## src/verilog/ccr_consts.svh

```systemverilog
`ifndef CCR_CONSTS_SVH
`define CCR_CONSTS_SVH
// Behaviour
// - ALU finishes an operation in one clock, register-register or register-immediate.
// - Flags update after every ALU operation except move, showing the latest result; AND, OR and XOR keep half carry and carry.
// - Status is never saved or restored automatically on interrupt entry or return.
// - Bit 7 is global interrupt enable; clear means all interrupts disabled.
// - Taking an interrupt clears bit 7; interrupt return sets it.
// - Set-enable instruction sets bit 7; clear-enable instruction clears it.
// - Bit 6 is transfer bit: bit-store copies register bit in, bit-load copies out.
// - Bit 5 is half carry, carry out of the low nibble.
// - Bit 4 sign equals negative xor overflow after every ALU flag update.
// - Bit 3 shows two's complement overflow.
// - Bit 2 set on negative result, cleared otherwise.
// - Bit 1 set on zero result, cleared otherwise.
// - Bit 0 shows carry of the operation.
// - Register file offers 8r/8w, 2x8r/8w, 2x8r/16w and 16r/16w port schemes.
// - The 32 working registers occupy data-space addresses 0 to 31.
// - Top six registers serve as three 16-bit pointers.
// - Pointer forms: displacement, post-increment and pre-decrement.
// - Stack grows down; data push decrements by one, pop increments by one.
// - Call or interrupt decrements stack by two; returns increment by two.
// - Stack pointer high and low bytes are I/O readable, writable, reset zero.
// - Core runs on the undivided clock.
`define CCR_IO_SPL      6'h3D
`define CCR_IO_SPH      6'h3E
`define CCR_IO_STATUS   6'h3F
`define CCR_SP_RESET    16'h0000
`define CCR_ST_RESET    8'h00
`define CCR_BIT_IE      7
`define CCR_BIT_T       6
`define CCR_BIT_H       5
`define CCR_BIT_S       4
`define CCR_BIT_V       3
`define CCR_BIT_N       2
`define CCR_BIT_Z       1
`define CCR_BIT_C       0
`define CCR_PTR_BASE    5'h1A
`define CCR_RF_TOP      16'h0020
`endif

```

## src/verilog/ccr_pkg.sv

```systemverilog
package ccr_pkg;
    typedef enum logic [3:0] {
        CCR_OP_NONE, CCR_OP_ADD, CCR_OP_ADC, CCR_OP_SUB, CCR_OP_SBC,
        CCR_OP_AND, CCR_OP_OR, CCR_OP_XOR, CCR_OP_MOV
    } ccr_alu_op_e;
    typedef enum logic [2:0] {
        CCR_SP_HOLD, CCR_SP_PUSH1, CCR_SP_POP1, CCR_SP_PUSH2, CCR_SP_POP2
    } ccr_sp_op_e;
    typedef enum logic [1:0] {
        CCR_PM_DISP, CCR_PM_POSTINC, CCR_PM_PREDEC
    } ccr_ptr_mode_e;
    typedef struct packed {
        logic        valid;
        ccr_alu_op_e op;
        logic [4:0]  rd;
        logic [4:0]  rr;
        logic        use_imm;
        logic [7:0]  imm;
    } ccr_alu_req_s;
    typedef struct packed {
        logic       valid;
        logic [1:0] sel;
        ccr_ptr_mode_e mode;
        logic [5:0] disp;
    } ccr_ptr_req_s;
    typedef struct packed {
        logic        we;
        logic        re;
        logic [5:0]  addr;
        logic [7:0]  wdata;
    } ccr_io_req_s;
endpackage : ccr_pkg
```

## src/verilog/ccr_core_state.sv

```systemverilog
`timescale 1ns/100ps
`include "ccr_consts.svh"
// Clocked on the undivided core clock; no divider anywhere in front.
module ccr_core_state (
    input  wire logic                 i_ref_clk,
    input  wire logic                 i_srst,
    input  wire ccr_pkg::ccr_alu_req_s i_alu,
    input  wire logic [4:0]           i_rd_a_addr,
    input  wire logic [4:0]           i_rd_b_addr,
    output logic [7:0]                o_rd_a_data,
    output logic [7:0]                o_rd_b_data,
    input  wire logic                 i_wr8_en,
    input  wire logic [4:0]           i_wr8_addr,
    input  wire logic [7:0]           i_wr8_data,
    input  wire logic                 i_wr16_en,
    input  wire logic [4:0]           i_wr16_addr,
    input  wire logic [15:0]          i_wr16_data,
    input  wire logic [4:0]           i_rd16_addr,
    output logic [15:0]               o_rd16_data,
    input  wire logic                 i_ds_we,
    input  wire logic [15:0]          i_ds_addr,
    input  wire logic [7:0]           i_ds_wdata,
    output logic [7:0]                o_ds_rdata,
    output logic                      o_ds_hit,
    input  wire ccr_pkg::ccr_ptr_req_s i_ptr,
    output logic [15:0]               o_ptr_addr,
    input  wire ccr_pkg::ccr_io_req_s i_io,
    output logic [7:0]                o_io_rdata,
    input  wire ccr_pkg::ccr_sp_op_e  i_sp_op,
    output logic [15:0]               o_sp,
    input  wire logic                 i_irq_taken,
    input  wire logic                 i_return_from_interrupt,
    input  wire logic                 i_sei,
    input  wire logic                 i_cli,
    input  wire logic                 i_bst,
    input  wire logic                 i_bld,
    input  wire logic [4:0]           i_bit_reg,
    input  wire logic [2:0]           i_bit_sel,
    output logic [7:0]                o_status,
    output logic                      o_irq_enable
);
    logic [7:0]  rf_q [32];
    logic [7:0]  st_q;
    logic [15:0] sp_q;
    logic [7:0]  op_a, op_b, res;
    logic [8:0]  sum9;
    logic        cin, h_f, v_f, c_f, n_f, z_f, upd, arith, sub;
    logic [4:0]  pr_lo;
    logic [15:0] ptr_cur, ptr_new;
    logic [4:0]  nib_sum;

    // Operands from two registers or a register and an immediate
    always_comb
    begin
        op_a  = rf_q[i_alu.rd];
        op_b  = i_alu.use_imm ? i_alu.imm : rf_q[i_alu.rr];
        sub   = (i_alu.op == ccr_pkg::CCR_OP_SUB) || (i_alu.op == ccr_pkg::CCR_OP_SBC);
        arith = sub || (i_alu.op == ccr_pkg::CCR_OP_ADD) || (i_alu.op == ccr_pkg::CCR_OP_ADC);
        cin   = ((i_alu.op == ccr_pkg::CCR_OP_ADC) || (i_alu.op == ccr_pkg::CCR_OP_SBC))
                && st_q[`CCR_BIT_C];
        sum9  = 9'h000;
        res   = 8'h00;
        h_f   = st_q[`CCR_BIT_H];
        v_f   = 1'b0;
        c_f   = st_q[`CCR_BIT_C];
        unique case (i_alu.op)
            ccr_pkg::CCR_OP_ADD, ccr_pkg::CCR_OP_ADC:
            begin
                sum9 = {1'b0, op_a} + {1'b0, op_b} + {8'h00, cin};
                res  = sum9[7:0];
                h_f  = (op_a[3] & op_b[3]) | (op_b[3] & ~res[3]) | (~res[3] & op_a[3]);
                v_f  = (op_a[7] & op_b[7] & ~res[7]) | (~op_a[7] & ~op_b[7] & res[7]);
                c_f  = sum9[8];
            end
            ccr_pkg::CCR_OP_SUB, ccr_pkg::CCR_OP_SBC:
            begin
                sum9 = {1'b0, op_a} - {1'b0, op_b} - {8'h00, cin};
                res  = sum9[7:0];
                h_f  = (~op_a[3] & op_b[3]) | (op_b[3] & res[3]) | (res[3] & ~op_a[3]);
                v_f  = (op_a[7] & ~op_b[7] & ~res[7]) | (~op_a[7] & op_b[7] & res[7]);
                c_f  = sum9[8];
            end
            ccr_pkg::CCR_OP_AND: res = op_a & op_b;
            ccr_pkg::CCR_OP_OR:  res = op_a | op_b;
            ccr_pkg::CCR_OP_XOR: res = op_a ^ op_b;
            ccr_pkg::CCR_OP_MOV: res = op_b;
            default:             res = 8'h00;
        endcase
        n_f = res[7];
        z_f = (res == 8'h00);
        upd = i_alu.valid && (i_alu.op != ccr_pkg::CCR_OP_NONE)
              && (i_alu.op != ccr_pkg::CCR_OP_MOV);
    end

    // Pointer pair select, even register low byte
    always_comb
    begin
        pr_lo   = 5'(`CCR_PTR_BASE + {i_ptr.sel, 1'b0});
        ptr_cur = {rf_q[pr_lo + 5'd1], rf_q[pr_lo]};
        ptr_new = ptr_cur;
        o_ptr_addr = ptr_cur;
        unique case (i_ptr.mode)
            ccr_pkg::CCR_PM_DISP:    o_ptr_addr = ptr_cur + {10'h000, i_ptr.disp};
            ccr_pkg::CCR_PM_POSTINC: ptr_new = ptr_cur + 16'h0001;
            ccr_pkg::CCR_PM_PREDEC:
            begin
                ptr_new    = ptr_cur - 16'h0001;
                o_ptr_addr = ptr_new;
            end
            default:                 o_ptr_addr = ptr_cur;
        endcase
    end

    // Several write sources per cycle; on a shared register the last listed wins
    always_ff @(posedge i_ref_clk)
    begin
        if (i_srst)
        begin
            for (int i = 0; i < 32; i++) rf_q[i] <= 8'h00;
        end
        else
        begin
            if (i_alu.valid && i_alu.op != ccr_pkg::CCR_OP_NONE) rf_q[i_alu.rd] <= res;
            if (i_wr8_en) rf_q[i_wr8_addr] <= i_wr8_data;
            if (i_wr16_en)
            begin
                rf_q[i_wr16_addr]        <= i_wr16_data[7:0];
                rf_q[i_wr16_addr + 5'd1] <= i_wr16_data[15:8];
            end
            if (i_ds_we && i_ds_addr < `CCR_RF_TOP) rf_q[i_ds_addr[4:0]] <= i_ds_wdata;
            if (i_ptr.valid && i_ptr.mode != ccr_pkg::CCR_PM_DISP)
            begin
                rf_q[pr_lo]        <= ptr_new[7:0];
                rf_q[pr_lo + 5'd1] <= ptr_new[15:8];
            end
            if (i_bld) rf_q[i_bit_reg][i_bit_sel] <= st_q[`CCR_BIT_T];
        end
    end

    assign o_rd_a_data = rf_q[i_rd_a_addr];
    assign o_rd_b_data = rf_q[i_rd_b_addr];
    assign o_rd16_data = {rf_q[i_rd16_addr + 5'd1], rf_q[i_rd16_addr]};
    assign o_ds_hit    = i_ds_addr < `CCR_RF_TOP;
    assign o_ds_rdata  = o_ds_hit ? rf_q[i_ds_addr[4:0]] : 8'h00;

    // Status: irq entry/return only touch bit 7, never a save/restore
    always_ff @(posedge i_ref_clk)
    begin
        if (i_srst)
            st_q <= `CCR_ST_RESET;
        else
        begin
            if (i_io.we && i_io.addr == `CCR_IO_STATUS) st_q <= i_io.wdata;
            if (upd)
            begin
                st_q[`CCR_BIT_N] <= n_f;
                st_q[`CCR_BIT_Z] <= z_f;
                st_q[`CCR_BIT_V] <= v_f;
                st_q[`CCR_BIT_S] <= n_f ^ v_f;
                if (arith)
                begin
                    st_q[`CCR_BIT_H] <= h_f;
                    st_q[`CCR_BIT_C] <= c_f;
                end
            end
            if (i_bst) st_q[`CCR_BIT_T] <= rf_q[i_bit_reg][i_bit_sel];
            if (i_sei) st_q[`CCR_BIT_IE] <= 1'b1;
            if (i_cli) st_q[`CCR_BIT_IE] <= 1'b0;
            if (i_return_from_interrupt) st_q[`CCR_BIT_IE] <= 1'b1;
            if (i_irq_taken) st_q[`CCR_BIT_IE] <= 1'b0;
        end
    end

    // Stack pointer grows down; I/O byte writes take priority over push and pop steps
    always_ff @(posedge i_ref_clk)
    begin
        if (i_srst)
            sp_q <= `CCR_SP_RESET;
        else if (i_io.we && i_io.addr == `CCR_IO_SPL)
            sp_q[7:0] <= i_io.wdata;
        else if (i_io.we && i_io.addr == `CCR_IO_SPH)
            sp_q[15:8] <= i_io.wdata;
        else
            unique case (i_sp_op)
                ccr_pkg::CCR_SP_PUSH1: sp_q <= sp_q - 16'h0001;
                ccr_pkg::CCR_SP_POP1:  sp_q <= sp_q + 16'h0001;
                ccr_pkg::CCR_SP_PUSH2: sp_q <= sp_q - 16'h0002;
                ccr_pkg::CCR_SP_POP2:  sp_q <= sp_q + 16'h0002;
                default:               sp_q <= sp_q;
            endcase
    end

    always_comb
    begin
        // Zero unless a read is asked for, so idle cycles show no stale byte
        o_io_rdata = 8'h00;
        if (i_io.re)
        begin
            unique case (i_io.addr)
                `CCR_IO_SPL:    o_io_rdata = sp_q[7:0];
                `CCR_IO_SPH:    o_io_rdata = sp_q[15:8];
                `CCR_IO_STATUS: o_io_rdata = st_q;
                default:        o_io_rdata = 8'h00;
            endcase
        end
    end

    assign o_sp         = sp_q;
    assign o_status     = st_q;
    assign o_irq_enable = st_q[`CCR_BIT_IE];
    // Independent low-nibble sum, so the half-carry check does not reuse h_f
    assign nib_sum      = {1'b0, op_a[3:0]} + {1'b0, op_b[3:0]} + {4'h0, cin};
endmodule : ccr_core_state

```

## config.mk

```make
export PLATFORM = sky130hd
export DESIGN_NAME = ccr_core_state
export DESIGN_NICKNAME = d
export VERILOG_FILES = /design/src/verilog/ccr_pkg.sv /design/src/verilog/ccr_core_state.sv
export VERILOG_INCLUDE_DIRS = /design/src /design/src/verilog
export SDC_FILE = /design/constraint.sdc
export NUM_CORES = 2
export LEC_CHECK = 0
export BUFFER_PORTS_ARGS = -buffer_cell sky130_fd_sc_hd__buf_4
export CORE_MARGIN = 10
export CORE_UTILIZATION = 35
export DETAILED_ROUTE_END_ITERATION = 8
export PLACE_DENSITY = 0.56
export REMOVE_ABC_BUFFERS = 1
export SLEW_MARGIN = 0
export SYNTH_ARGS = -nofsm -noshare
export SYNTH_HDL_FRONTEND = slang
export SYNTH_SLANG_ARGS = --single-unit
export TNS_END_PERCENT = 10
```

## constraint.sdc

```tcl
create_clock -name i_ref_clk -period 9.3 [get_ports i_ref_clk]
set_clock_uncertainty 0.05 [all_clocks]
set_input_delay 0 -clock i_ref_clk [delete_from_list [all_inputs] [get_ports i_ref_clk]]
set_output_delay 0 -clock i_ref_clk [all_outputs]
set_load 0.05 [all_outputs]
```

==> qor.csv <==
stage,metric,value,unit
final_layout,nets,5666,
setup_path,worstPathMaxFanout,10,
clocking,cts_root_buffer,clkbuf_16,
routing,routed_wl,350,mm
timing,period_share,0.757,
setup_path,slowest_delay,970,ps
final_layout,final_area,0.0541,mm²
clocking,cts.path.max_buffers,3,
floorplan,start_util,0.353,
timing,slew_headroom,0.0145,
routing,drc,1,
clocking,clock_latency,640,ps
timing,finalMaxSlewViolations,0,
global_routing,grt_pass1_wl,467,mm
logic_synthesis,synth_edf_count,256,
place,dp.final_hpwl,245,mm
routing,drtIter0Drc,10900,
global_routing,grt_max_degree,68,
final_layout,syn2layout_area_growth,11.0,%
worst_hold_path,hold_depth,5,
floorplan,die-area,0.155,mm²
clocking,hold_buffers,25,
clocking,cts_sinks,280,
setup_path,path_delay_family,compound AO/OA/AOI/OAI gates,
floorplan,fp.coreArea,0.138,mm²
timing,fmax,142,MHz
logic_synthesis,ys.flop_type,edfxtp_1,
setup_path,critPathKind,flip-flop to flip-flop,
pwr,p_leak,18.0,nW
routing,drt-pass1-iter-count,9,
logic_synthesis,synth_cells,5513,
logic_synthesis,synth_area,0.0487,mm²
logic_synthesis,ys_types,101,
clocking,cts_max_level,2,
timing,rsz0062_at_grt,no,
job,cap_violations,1,
setup_path,path_buf_inv,2,
outcome,status,finished with violations,
setup_path,critical_path.reg2reg.startpoint,rf_q[6][0],
clocking,tritoncts,yes,
pwr,power_density,128,mW/mm²
logic_synthesis,avgSynthCellArea,8.84,µm²
timing,post-route-min-period,7040,ps
worst_hold_path,worst_hold_startpoint,i_io[9],
final_layout,fillers,13900,
setup_path,r2r_slack,2260,ps
setup_path,r2r_end,rf_q[3][3],
setup_path,cp-end-kind,flip-flop,
final_layout,layout-drive-gt1-share,0.245,
routing,vias_per_cell,8.10,
setup_path,critPathLaunchType,flip-flop,
place,port_buffers,235,
outcome,violations,"DRC, capacitance limit",
setup_path,crit_chain,mux4_2 > mux4_2 > nor2b_1 > a211oi_2 > nand2b_1 > inv_1 > fa_1 > a21oi_1 > o21bai_1 > fa_1 > a221o_1 > a31oi_4 > buf_4 > nor4_1 > a2111oi_1 > o32ai_1,
global_routing,track_usage,0.433,
clocking,cts_setup_buffers,0,
place,post_dp_cell_area,0.0525,mm²
routing,drt-wirelength-per-cell,47.6,µm
setup_path,slowest_stage,a2111oi_1,
floorplan,pin_count,236,
clocking,cts_buffers,38,
final_layout,regArea,0.00817,mm²
place,gp_congestion,1.10,
floorplan,fp.dieW,393,µm
clocking,clkTransAtPathRegs,70,ps
timing,final.setup.tns,0,ps
logic_synthesis,yosys_warnings,0,
worst_hold_path,hold_path.class,input port to flip-flop,
logic_synthesis,ys_seq_elements,280,
setup_path,required,9540,ps
worst_hold_path,holdPathEnd,o_sp[4],
setup_path,crit_arrival,7280,ps
global_routing,antenna_found_initial,48,
floorplan,rows,136,
timing,setup_viol_count_final,0,
final_layout,multi_input_area,0.0380,mm²
setup_path,r2r_cells,16,
global_routing,grt-ovfl-total,0,
global_routing,grt_pass1_vias,54000,
floorplan,die_h,393,µm
clocking,cts_resized,0,
logic_synthesis,seq_area_frac_synth,0.168,
timing,finalHoldViolCount,0,
logic_synthesis,async_reset_ff_frac,0,
routing,vias,59700,
timing,worst_slew_pin_slew,1460,ps
pwr,peakVddDrop,118,µV
routing,ant_nets,0,
[per-layer routing]
layer,GRT usage,up-vias,part of all wire
met5,0.000627,-,0.0018
met4,0.312,49,0.093
met3,0.240,1790,0.18
met2,0.584,6340,0.39
met1,0.511,29200,0.34
li1,-,22300,-
[Yosys cell counts (77+ instances only)]
library cell / count / area (µm²)
mux2i_1: 111 / 1110
nor3_1: 182 / 911
o21ai_0: 487 / 2440
nand3_1: 135 / 676
o22ai_1: 158 / 988
inv_1: 77 / 289
mux4_2: 604 / 13600
edfxtp_1: 256 / 7690
nor2_1: 470 / 1760
o211ai_1: 84 / 631
a221oi_1: 171 / 1500
nand2_1: 551 / 2070
a22oi_1: 92 / 691
a21oi_1: 315 / 1580
a211oi_1: 98 / 736
clkbuf_1: 509 / 1910
[power by group]
part | internal (mW) | leakage [nW] | total (mW) | switching, mW
clock network | 0.913 | 0.623 | 1.64 | 0.725
logic | 1.23 | 14.6 | 3.50 | 2.27
registers | 1.47 | 2.86 | 1.77 | 0.297
total | 3.61 | 18.0 | 6.90 | 3.29
[worst max path at each step]
| stage | end | from | slack [ps] | cells after the start |
|---|---|---|---|---|
| 2_1_floorplan | rf_q[0][6] | o_status[6] | 2870 | 2 |
| 3_3_place_gp | rf_q[4][4] | i_alu[9] | 2300 | 19 |
| 3_5_place_dp | rf_q[31][6] | i_alu[9] | 2310 | 19 |
| 4_1_cts | rf_q[31][6] | rf_q[4][0] | 2600 | 18 |
| 5_1_grt | rf_q[31][6] | rf_q[6][0] | 2200 | 18 |
| 6_report | rf_q[3][3] | rf_q[6][0] | 2260 | 16 |
[cells by family after synthesis]
| group | synth area share |
|---|---|
| simple gates | 0.156 |
| mux | 0.321 |
| flops | 0.168 |
| compound gates | 0.264 |
| buf+inv | 0.0584 |
| fa+ha+maj | 0.0220 |
| xor+xnor | 0.0102 |
[area by class of cell]
class,instances,share of cell area
inverter,83,0.00580
sequential,280,0.151
clock inverter,26,0.00536
timing repair buffer,521,0.0736
clock buffer,44,0.0184
antenna,28,0.00129
multi-input combinational,4515,0.702
tap,1863,0.0431
[registers in the layout, summed over array words and instances (netlist names)]
name and flops:
o_status 8, rf_q 256, o_sp 16
[through the flow]
| stage | power (mW) | hold WS, ps | cells | worst slack (ps) | util |
|---|---|---|---|---|---|
| floorplan | 3.48 | 19.1 | 4878 | 2870 | - |
| global placement | 5.03 | 114 | 7236 | 2300 | 0.381 |
| detailed placement | 5.06 | 119 | 7236 | 2310 | 0.381 |
| CTS | 6.68 | 2.60 | 7331 | 2600 | 0.392 |
| global route | 6.96 | 73.3 | 7332 | 2200 | 0.392 |
| finish | 6.90 | 23.3 | 7360 | 2260 | 0.392 |
[worst register-to-register path: cells and delay by family, from the launching register on]
family,cells,cell delay [ps]
muxes,2,1070
buffers and inverters,2,410
adders and majority gates,2,900
AOI/OAI and AO/OA,7,3250
DFF,1,550
and+or+nand+nor,3,500
[cells in the final DEF (no fill, tap or decap), types with 31 or more instances in the layout]
master and count:
o2111ai_1 34, mux4_2 604, nor3_1 171, a22oi_1 92
o31ai_1 69, a211oi_1 97, o21ai_0 485, a31oi_1 72
nor2b_1 31, a221oi_1 171, o211ai_1 84, edfxtp_1 256
inv_1 77, nand3_1 135, xnor2_1 46, buf_4 494
or3_1 51, nand2_1 545, clkbuf_16 39, ha_1 70
a21oi_1 315, and3_1 40, mux2_2 73, o221ai_1 71
o32ai_1 38, o22ai_1 158, nor2_1 467, mux2i_1 111
(Power assumes the default switching activity.)
